$ cat config.mk
export PLATFORM = sky130hd
export DESIGN_NAME = aisr_top
export DESIGN_NICKNAME = d
export VERILOG_FILES = /design/src/aisr_pkg.sv /design/src/aisr_top.sv /design/src/aisr_chan_decode.sv
export VERILOG_INCLUDE_DIRS = /design/src /design/src/src
export SDC_FILE = /design/constraint.sdc
export NUM_CORES = 1
export LEC_CHECK = 0
export BUFFER_PORTS_ARGS = -buffer_cell sky130_fd_sc_hd__buf_2
export CAP_MARGIN = 20
export CORE_ASPECT_RATIO = 1.25
export CORE_MARGIN = 1
export CORE_UTILIZATION = 53
export CTS_BUF_LIST = sky130_fd_sc_hd__clkbuf_8
export DETAILED_ROUTE_END_ITERATION = 6
export PLACE_DENSITY = 0.84
export SETUP_SLACK_MARGIN = 0.15
export SLEW_MARGIN = 20
export SYNTH_ARGS = -nofsm -noshare
export SYNTH_HDL_FRONTEND = slang
export SYNTH_HIERARCHICAL = 1
export SYNTH_SLANG_ARGS = --single-unit
$ cat constraint.sdc
create_clock -name core_clk -period 1.7 [get_ports core_clk]
set_clock_uncertainty 0.1 [all_clocks]
set_input_delay 0.255 -clock core_clk [delete_from_list [all_inputs] [get_ports core_clk]]
set_output_delay 0.255 -clock core_clk [all_outputs]
set_load 0.05 [all_outputs]
$ cat src/aisr_consts.svh
// Offsets, field positions, reset values and channel codes for the input select block
`ifndef AISR_CONSTS_SVH
`define AISR_CONSTS_SVH
`define AISR_CHAN_ADDR 8'hbb
`define AISR_REF_ADDR 8'hd1
`define AISR_CHAN_RST 6'h3f
`define AISR_REF_RST 6'h00
`define AISR_CODE_P3_0 6'h18
`define AISR_CODE_P3_LAST 6'h1f
`define AISR_CODE_TEMP 6'h30
`define AISR_CODE_VDD 6'h31
`define AISR_CODE_GND_FIRST 6'h32
`define AISR_HAS_P3_HI 1'b1
`define AISR_BIT_ZTC 5
`define AISR_BIT_LEVEL 4
`define AISR_BIT_REFSEL 3
`define AISR_BIT_TEMP_SENSOR_ENABLE 2
`define AISR_BIT_BIAS 1
`define AISR_BIT_REFBUF 0
`endif

$ cat src/aisr_pkg.sv
// Types shared by the input select and reference control block
package aisr_pkg;
  typedef enum logic [4:0] {
    SRC_PIN = 5'h01,
    SRC_TEMP = 5'h02,
    SRC_VDD = 5'h04,
    SRC_GND = 5'h08,
    SRC_RSVD = 5'h10
  } aisr_src_e;
endpackage

$ cat src/aisr_top.sv
// Converter input select and reference control registers with registered analog controls
// Function
// - Codes 0x00-0x1f route port pins ascending
// - Temp sensor, supply, ground, reserved codes
// - Temp sensor reached only through input mux
// - Temp sensor powered only while enabled
// - Reference select: pin or supply
// - Bias auto-on for converter, sensor, oscillator
// - Bias enable bit forces bias on
// - Buffer enable drives reference onto pin
// - Reference level selectable between two settings
// - Reference control bit layout, resets zero
// - Level bit: 0 low, 1 high
`timescale 1ns/10ps
`include "aisr_consts.svh"
module aisr_top (
  // Clock and reset
  input wire logic core_clk,
  input wire logic rstn,
  // Special function register port
  input wire logic [7:0] sfrAddr,
  input wire logic sfrWrEn,
  input wire logic [7:0] sfrWrData,
  input wire logic sfrRdEn,
  output logic [7:0] sfrRdData,
  // Peripheral status and conversion start
  input wire logic adcEnable,
  input wire logic oscEnable,
  input wire logic convStart,
  // Input multiplexer controls
  output logic muxPinEn,
  output logic [4:0] muxPinIdx,
  output logic muxTempEn,
  output logic muxVddEn,
  output logic muxGndEn,
  output logic [5:0] sampledSel,
  output logic sampleMeaningful,
  // Reference and bias controls
  output logic tempSensorPower,
  output logic refUseVdd,
  output logic refBufferDrive,
  output logic refLevelHigh,
  output logic biasOn,
  output logic ztcBiasForce
);
  typedef struct packed {
    logic [5:0] chanSel;
    logic [5:0] refCtl;
    logic [7:0] rdData;
    logic pinEn;
    logic [4:0] pinIdx;
    logic tempEn;
    logic vddEn;
    logic gndEn;
    logic [5:0] sampled;
    logic meaningful;
    logic tempPwr;
    logic useVdd;
    logic bufDrive;
    logic levelHigh;
    logic bias;
    logic ztc;
  } aisr_state_s;

  aisr_state_s st;
  aisr_state_s next_st;
  aisr_pkg::aisr_src_e curKind;
  logic [4:0] curPinIdx;
  logic rstnMeta;
  logic rstnSync;

  // Release of reset is synchronised; assertion is immediate
  always_ff @(posedge core_clk or negedge rstn)
  begin
    if (!rstn)
    begin
      rstnMeta <= 1'b0;
      rstnSync <= 1'b0;
    end
    else
    begin
      rstnMeta <= 1'b1;
      rstnSync <= rstnMeta;
    end
  end

  function automatic logic hit(input logic [7:0] addr, input logic [7:0] reg_addr);
    hit = (addr == reg_addr);
  endfunction

  aisr_chan_decode u_decode (
    .code(st.chanSel),
    .kind(curKind),
    .pinIdx(curPinIdx)
  );

  always_comb
  begin
    next_st = st;
    if (sfrWrEn && hit(sfrAddr, `AISR_CHAN_ADDR))
      next_st.chanSel = sfrWrData[5:0];
    if (sfrWrEn && hit(sfrAddr, `AISR_REF_ADDR))
      next_st.refCtl = sfrWrData[5:0];
    if (sfrRdEn)
    begin
      if (hit(sfrAddr, `AISR_CHAN_ADDR))
        next_st.rdData = {2'h0, st.chanSel};
      else if (hit(sfrAddr, `AISR_REF_ADDR))
        next_st.rdData = {2'h0, st.refCtl};
      else
        next_st.rdData = 8'h00;
    end
    // Mux controls follow the stored code one cycle later
    next_st.pinEn = (curKind == aisr_pkg::SRC_PIN);
    next_st.pinIdx = curPinIdx;
    next_st.tempEn = (curKind == aisr_pkg::SRC_TEMP);
    next_st.vddEn = (curKind == aisr_pkg::SRC_VDD);
    next_st.gndEn = (curKind == aisr_pkg::SRC_GND);
    if (convStart)
    begin
      next_st.sampled = st.chanSel;
      // Reserved codes and an unpowered sensor give no usable sample
      next_st.meaningful = (curKind != aisr_pkg::SRC_RSVD) &&
        !((curKind == aisr_pkg::SRC_TEMP) && !st.refCtl[`AISR_BIT_TEMP_SENSOR_ENABLE]);
    end
    next_st.tempPwr = st.refCtl[`AISR_BIT_TEMP_SENSOR_ENABLE];
    next_st.useVdd = st.refCtl[`AISR_BIT_REFSEL];
    next_st.bufDrive = st.refCtl[`AISR_BIT_REFBUF];
    next_st.levelHigh = st.refCtl[`AISR_BIT_LEVEL];
    next_st.bias = st.refCtl[`AISR_BIT_BIAS] | adcEnable | oscEnable |
      st.refCtl[`AISR_BIT_TEMP_SENSOR_ENABLE];
    next_st.ztc = st.refCtl[`AISR_BIT_ZTC];
  end

  always_ff @(posedge core_clk or negedge rstnSync)
  begin
    if (!rstnSync)
    begin
      st <= '0;
      st.chanSel <= `AISR_CHAN_RST;
      st.refCtl <= `AISR_REF_RST;
      st.gndEn <= 1'b1;
      st.sampled <= `AISR_CHAN_RST;
      st.meaningful <= 1'b1;
    end
    else
      st <= next_st;
  end

  assign sfrRdData = st.rdData;
  assign muxPinEn = st.pinEn;
  assign muxPinIdx = st.pinIdx;
  assign muxTempEn = st.tempEn;
  assign muxVddEn = st.vddEn;
  assign muxGndEn = st.gndEn;
  assign sampledSel = st.sampled;
  assign sampleMeaningful = st.meaningful;
  assign tempSensorPower = st.tempPwr;
  assign refUseVdd = st.useVdd;
  assign refBufferDrive = st.bufDrive;
  assign refLevelHigh = st.levelHigh;
  assign biasOn = st.bias;
  assign ztcBiasForce = st.ztc;
endmodule

$ cat src/aisr_chan_decode.sv
// Decodes a positive input select code into a source kind and pin index
`timescale 1ns/10ps
`include "aisr_consts.svh"
module aisr_chan_decode (
  // Select code
  input wire logic [5:0] code,
  // Decoded source
  output aisr_pkg::aisr_src_e kind,
  output logic [4:0] pinIdx
);
  always_comb
  begin
    kind = aisr_pkg::SRC_RSVD;
    pinIdx = code[4:0];
    unique case (code[5:4])
      2'h0, 2'h1:
      begin
        if (code <= `AISR_CODE_P3_0)
          kind = aisr_pkg::SRC_PIN;
        else if (`AISR_HAS_P3_HI)
          kind = aisr_pkg::SRC_PIN;
        else
          kind = aisr_pkg::SRC_RSVD;
      end
      2'h2:
        kind = aisr_pkg::SRC_RSVD;
      2'h3:
      begin
        if (code == `AISR_CODE_TEMP)
          kind = aisr_pkg::SRC_TEMP;
        else if (code == `AISR_CODE_VDD)
          kind = aisr_pkg::SRC_VDD;
        else
          kind = aisr_pkg::SRC_GND;
      end
    endcase
  end
endmodule

* After elaboration in Yosys (flattened, before gate mapping)
Cells that the tools add are included.
** Operators by class
- Equality and inequality tests :: 12
- Mux-type cells :: 5
- Bitwise gates (word level) :: 3
- Reduce and logical (&&, ||, !) cells :: 8
** Operators with widths (number)
- 8-bit == test (second input constant) :: 2
- 5-bit one-hot mux with 3 select lines :: 1
- 6-bit == test (second input constant) :: 2
- 6-bit two-way mux :: 2
- 5-bit by 1-bit == test with 1-bit output (second input constant) :: 1
- 5-bit by 2-bit == test with 1-bit output (second input constant) :: 1
- 5-bit by 3-bit == test with 1-bit output (second input constant) :: 1
- 5-bit by 4-bit == test with 1-bit output (second input constant) :: 1
- 5-bit two-way mux :: 1
- 5-bit inequality test (second input constant) :: 1
- 2-bit == test (second input constant) :: 2
- 1-bit logical AND :: 4
- 4-bit two-way mux :: 1
- 1-bit bitwise OR :: 3
- 2-bit by 1-bit == test with 1-bit output (second input constant) :: 1
- 1-bit logical NOT :: 2
- 2-bit logical NOT :: 1
- 2-bit OR reduction :: 1
** Storage, ports and cells
- Flip-flop bits (word level) :: 44
- Input bits :: 23
- Output and inout bits :: 30
- Word-level logic and storage cells :: 46

* Depth between registers and ports, before layout
- Depth after elaboration :: 8
- Mapped depth :: 5
- Mapped depth without buffers :: 5

* Cells and area by module
The synthesis kept the hierarchy.
** Modules (own cells, without submodules)
- aisr_top :: times used 1, cells each 121, area an instance 1690.4 um^2, sequential area each 1068.5 um^2
- aisr_chan_decode :: times used 1, cells each 12, area an instance 83.8 um^2, sequential area each 0.0 um^2

* Worst setup path before layout
OpenSTA, ideal clock, no wires.
- Path type :: register -> register
- From :: register st[37] (netlist bit)
- To :: register st (netlist bit muxGndEn)
- Setup time :: 84 ps
- Arrival time :: 1286 ps
- Required time :: 1516 ps
- Path slack :: 230 ps
- Cell stages (with the launch flop) :: 5
- Path buffers :: 0
- Period minus slack after synthesis :: 1470 ps
- Path through :: dfstp_2 nor3_2 nor3b_2 or3_1 nor3b_1
** RTL lines
- start, declared :: line aisr_top.sv:65 : aisr_state_s st;
- start signal, assigned :: line aisr_top.sv:147 : st <= next_st;

==> impl_summary.log <==
INFO  metric status = finished clean
INFO  metric slowest_delay = 600 ps
INFO  metric layout.nets = 195
INFO  metric most_common_cell_after_layout_fill_and_taps_aside = sky130_fd_sc_hd__buf_2
INFO  metric route.detailed.vias_per_inst = 5.167
INFO  metric sw_frac_of_total = 23.93%
INFO  metric power.static_leakage = 1.038 nW
INFO  metric criticalPathCategory = flip-flop to flip-flop
INFO  metric drv.max_cap_violation_count = 0
INFO  metric layout_common_cells = sky130_fd_sc_hd__buf_2 (48), sky130_fd_sc_hd__dfrtp_1 (28), sky130_fd_sc_hd__mux2_2 (18)
INFO  metric clockPowerShare = 37.4%
INFO  metric timing_hold_violations_final = 0
INFO  metric synth_edf_count = 0
INFO  metric post_layout_min_period = 1548 ps
INFO  metric synth.top_cell.area_share = 39.49%
INFO  metric worstReg2RegStart = st[40]$_DFFE_PN1P_
INFO  metric synth_cell_types = 27
INFO  metric wp_buf_inv = 1
INFO  metric path_max_fanout = 6
INFO  metric io_pins = 53
INFO  metric global_route.usage.total = 20.11%
INFO  metric antenna_violating_nets_post_route = 0
INFO  metric drt-total-wl = 3.383 mm
INFO  metric floorplan.initialDensity = 55.54%
INFO  metric buffer_ports.inserted = 48
INFO  metric drt_initial_violations = 36
INFO  metric detail_route.drc_violations = 0
INFO  metric timing.fmax = 0.6459 GHz
INFO  metric avgRoutedWirePerCell = 16.11 um
INFO  metric vdd.ir_drop.worst = 0.0006694 V
INFO  metric ctsHtreeMaxLevel = 2
INFO  metric critPathArrivalTime = 1660 ps
INFO  metric cts_root_buffer = sky130_fd_sc_hd__clkbuf_8
INFO  metric synth_top_area_cell = sky130_fd_sc_hd__dfrtp_1
INFO  metric grt-ovfl-total = 0
INFO  metric grt_pass1_wl = 4.988 mm
INFO  metric num_antenna_cells = 0
INFO  metric start_kind = flip-flop
INFO  metric setup.worst_path.start = st[40]$_DFFE_PN1P_
INFO  metric fillers = 207
INFO  metric seqPwrFrac = 51.1%
INFO  metric grt_start_max_net_pins = 41
INFO  metric critical_path.cell_chain = buf_4, nor2_4, or3_4, nor3b_2
INFO  metric timing.final.crit_share = 91.08%
INFO  metric fin_setup_tns = 0 ps
INFO  metric synth_seq_area_share = 60.23%
INFO  metric drive_gt1_share = 61.27%
INFO  metric ys_dominant_reg_cell = sky130_fd_sc_hd__dfrtp_1
INFO  metric cts_inserted_buffers = 5
INFO  metric hold_path.startpoint = adcEnable
INFO  metric floorplan.die.height = 66.69 um
INFO  metric cts-root-to-sink-buffers = 2
INFO  metric unrepaired_setup_endpoints_after_global_routing = yes
INFO  metric chipWidth = 53.75 um
INFO  metric first_global_vias = 1076
INFO  metric post_synth_inst_count = 133
INFO  metric crit_path_end_kind = flip-flop
INFO  metric syn2layout_area_growth = 18.41%
INFO  metric syn-cell-area = 1774 um^2
INFO  metric path_clk_slew = 70 ps
INFO  metric cts.sink_count = 42
INFO  metric finalSetupViolCount = 0
INFO  metric synthesis.area_per_instance = 13.34 um^2
INFO  metric hpwl = 2.360 mm
INFO  metric power_frac_comb = 11.5%
INFO  metric report.power.total = 0.002101 W
INFO  metric cts_tree = done
INFO  metric synth.ff_latch_count = 42
INFO  metric total_via_count_in_the_routed_design = 1085
INFO  metric netlist_top_cells_area = sky130_fd_sc_hd__dfrtp_1 (39%), sky130_fd_sc_hd__dfstp_2 (21%), sky130_fd_sc_hd__mux2_2 (11%)
INFO  metric power_internal = 0.001598 W
INFO  metric synth.yosys.warnings = 6
INFO  metric critPathTopFamily = simple AND/OR/NAND/NOR gates
INFO  metric design_area = 2101 um^2
INFO  metric dieArea = 3584 um^2
INFO  metric drt-pass1-iter-count = 4
INFO  metric placement_rows = 23
INFO  metric grt_antenna_before_repair = 0
INFO  metric p_per_area = 1000 nW/um^2
INFO  metric fin_max_slew_vios = 0
INFO  metric cp_slowest_cell = sky130_fd_sc_hd__dfstp_2
INFO  metric post_dp_cell_area = 1906 um^2
INFO  metric clk-insertion-delay-late = 280 ps
INFO  metric core_area = 3194 um^2
INFO  metric cp_data_required_time = 1810 ps
INFO  metric hold_class = input pin to flip-flop
INFO  metric power_switching = 0.0005029 W
INFO  metric gp_routability_congestion = 0.8327
INFO  metric asyncSetResetFlopFracSynth = 100.0%
==> through the flow <==
stage / hold slack, ps / utilization, % / instances / worst slack (ps)
2_1_floorplan: -140.6 / - / 134 / 230.0
3_3_place_gp: -60.79 / 59.66 / 197 / 165.2
3_5_place_dp: -56.42 / 59.66 / 197 / 127.3
4_1_cts: 85.60 / 64.24 / 208 / 158.6
5_1_grt: 88.21 / 65.77 / 210 / 125.1
6_report: 91.37 / 65.77 / 210 / 151.7
==> cells in the mapped netlist (2+ instances only) <==
cell type	number
sky130_fd_sc_hd__nand2b_1	2
sky130_fd_sc_hd__dfrtp_1	28
sky130_fd_sc_hd__and4b_1	2
sky130_fd_sc_hd__nor2_1	4
sky130_fd_sc_hd__nor3_1	2
sky130_fd_sc_hd__conb_1	2
sky130_fd_sc_hd__mux2_2	18
sky130_fd_sc_hd__a22oi_1	6
sky130_fd_sc_hd__nor3b_1	2
sky130_fd_sc_hd__inv_1	7
sky130_fd_sc_hd__dfstp_2	14
sky130_fd_sc_hd__buf_4	24
sky130_fd_sc_hd__o22ai_1	6
sky130_fd_sc_hd__nand2_1	3
==> path summary, 6_finish.rpt <==
path,to,slack [ps],depth (start not counted)
worst max-delay path,muxGndEn$_DFF_PN1_,150,4
worst min-delay path,biasOn$_DFF_PN0_,90,2
worst max register to register,muxGndEn$_DFF_PN1_,150,4
worst min register to register,next_st[3]$_DFFE_PN0P_,200,1
max in group asynchronous,sampledSel[1]$_DFFE_PN1P_,950,1
min in group asynchronous,rstnMeta$_DFF_PN0_,180,2
==> metal layers <==
layer / vias to the layer above / track usage (%) / routed length (um) / share of wire, %
li1: 505 / - / - / -
met2: 35 / 35.49 / 1855 / 55
met3: 10 / 5.023 / 162 / 4.8
met4: 0 / 9.539 / 81 / 2.4
met1: 535 / 21.55 / 1284 / 38
met5: - / 0 / 0 / 0
==> logic make-up (layout without fill, tap and decap cells) <==
kind of cell,count (synthesis),in the layout,synth area share (%)
other cells,2,3,0.4233
buf+inv,33,72,12.13
mux,18,18,11.42
simple gates,24,24,10.51
flops,42,42,60.23
compound gates,14,14,5.289
==> area by class of cell <==
| type | instances | area [um^2] | area share, % |
|---|---|---|---|
| Tap cell | 37 | 46.29 | 2.204 |
| Timing Repair Buffer | 57 | 310.3 | 14.77 |
| Inverter | 7 | 26.28 | 1.251 |
| Clock inverter | 2 | 33.78 | 1.608 |
| Clock buffer | 6 | 82.58 | 3.931 |
| Multi-Input combinational cell | 59 | 533.0 | 25.37 |
| Sequential cell | 42 | 1069 | 50.86 |
==> power groups by stage <==
stage | Clock [W] | Sequential (W) | Combinational (W)
6_report | 0.000786 | 0.00107 | 0.000241
2_1_floorplan | 0 | 0.00113 | 0.000136
4_1_cts | 0.000795 | 0.00107 | 0.000232
5_1_grt | 0.000838 | 0.00108 | 0.000256
3_3_place_gp | 0 | 0.00109 | 0.000216
3_5_place_dp | 0 | 0.00109 | 0.000223
==> registers in the layout, summed over array words and instances (netlist names), 5 cells and up <==
| signal | flops |
|---|---|
| st | 7 |
| muxPinIdx | 5 |
| sampledSel | 6 |
| next_st | 5 |
| sfrRdData | 6 |
==> repair_timing <==
item                       in CTS  in global routing
pin swaps                       1                  2
setup endpoints to repair       3                  2
hold buffers                    1                  0
hold endpoints to repair        2                  0
setup buffers                   2                  2
gates resized for setup         1                  8
Power figures use the tool's default switching activity.
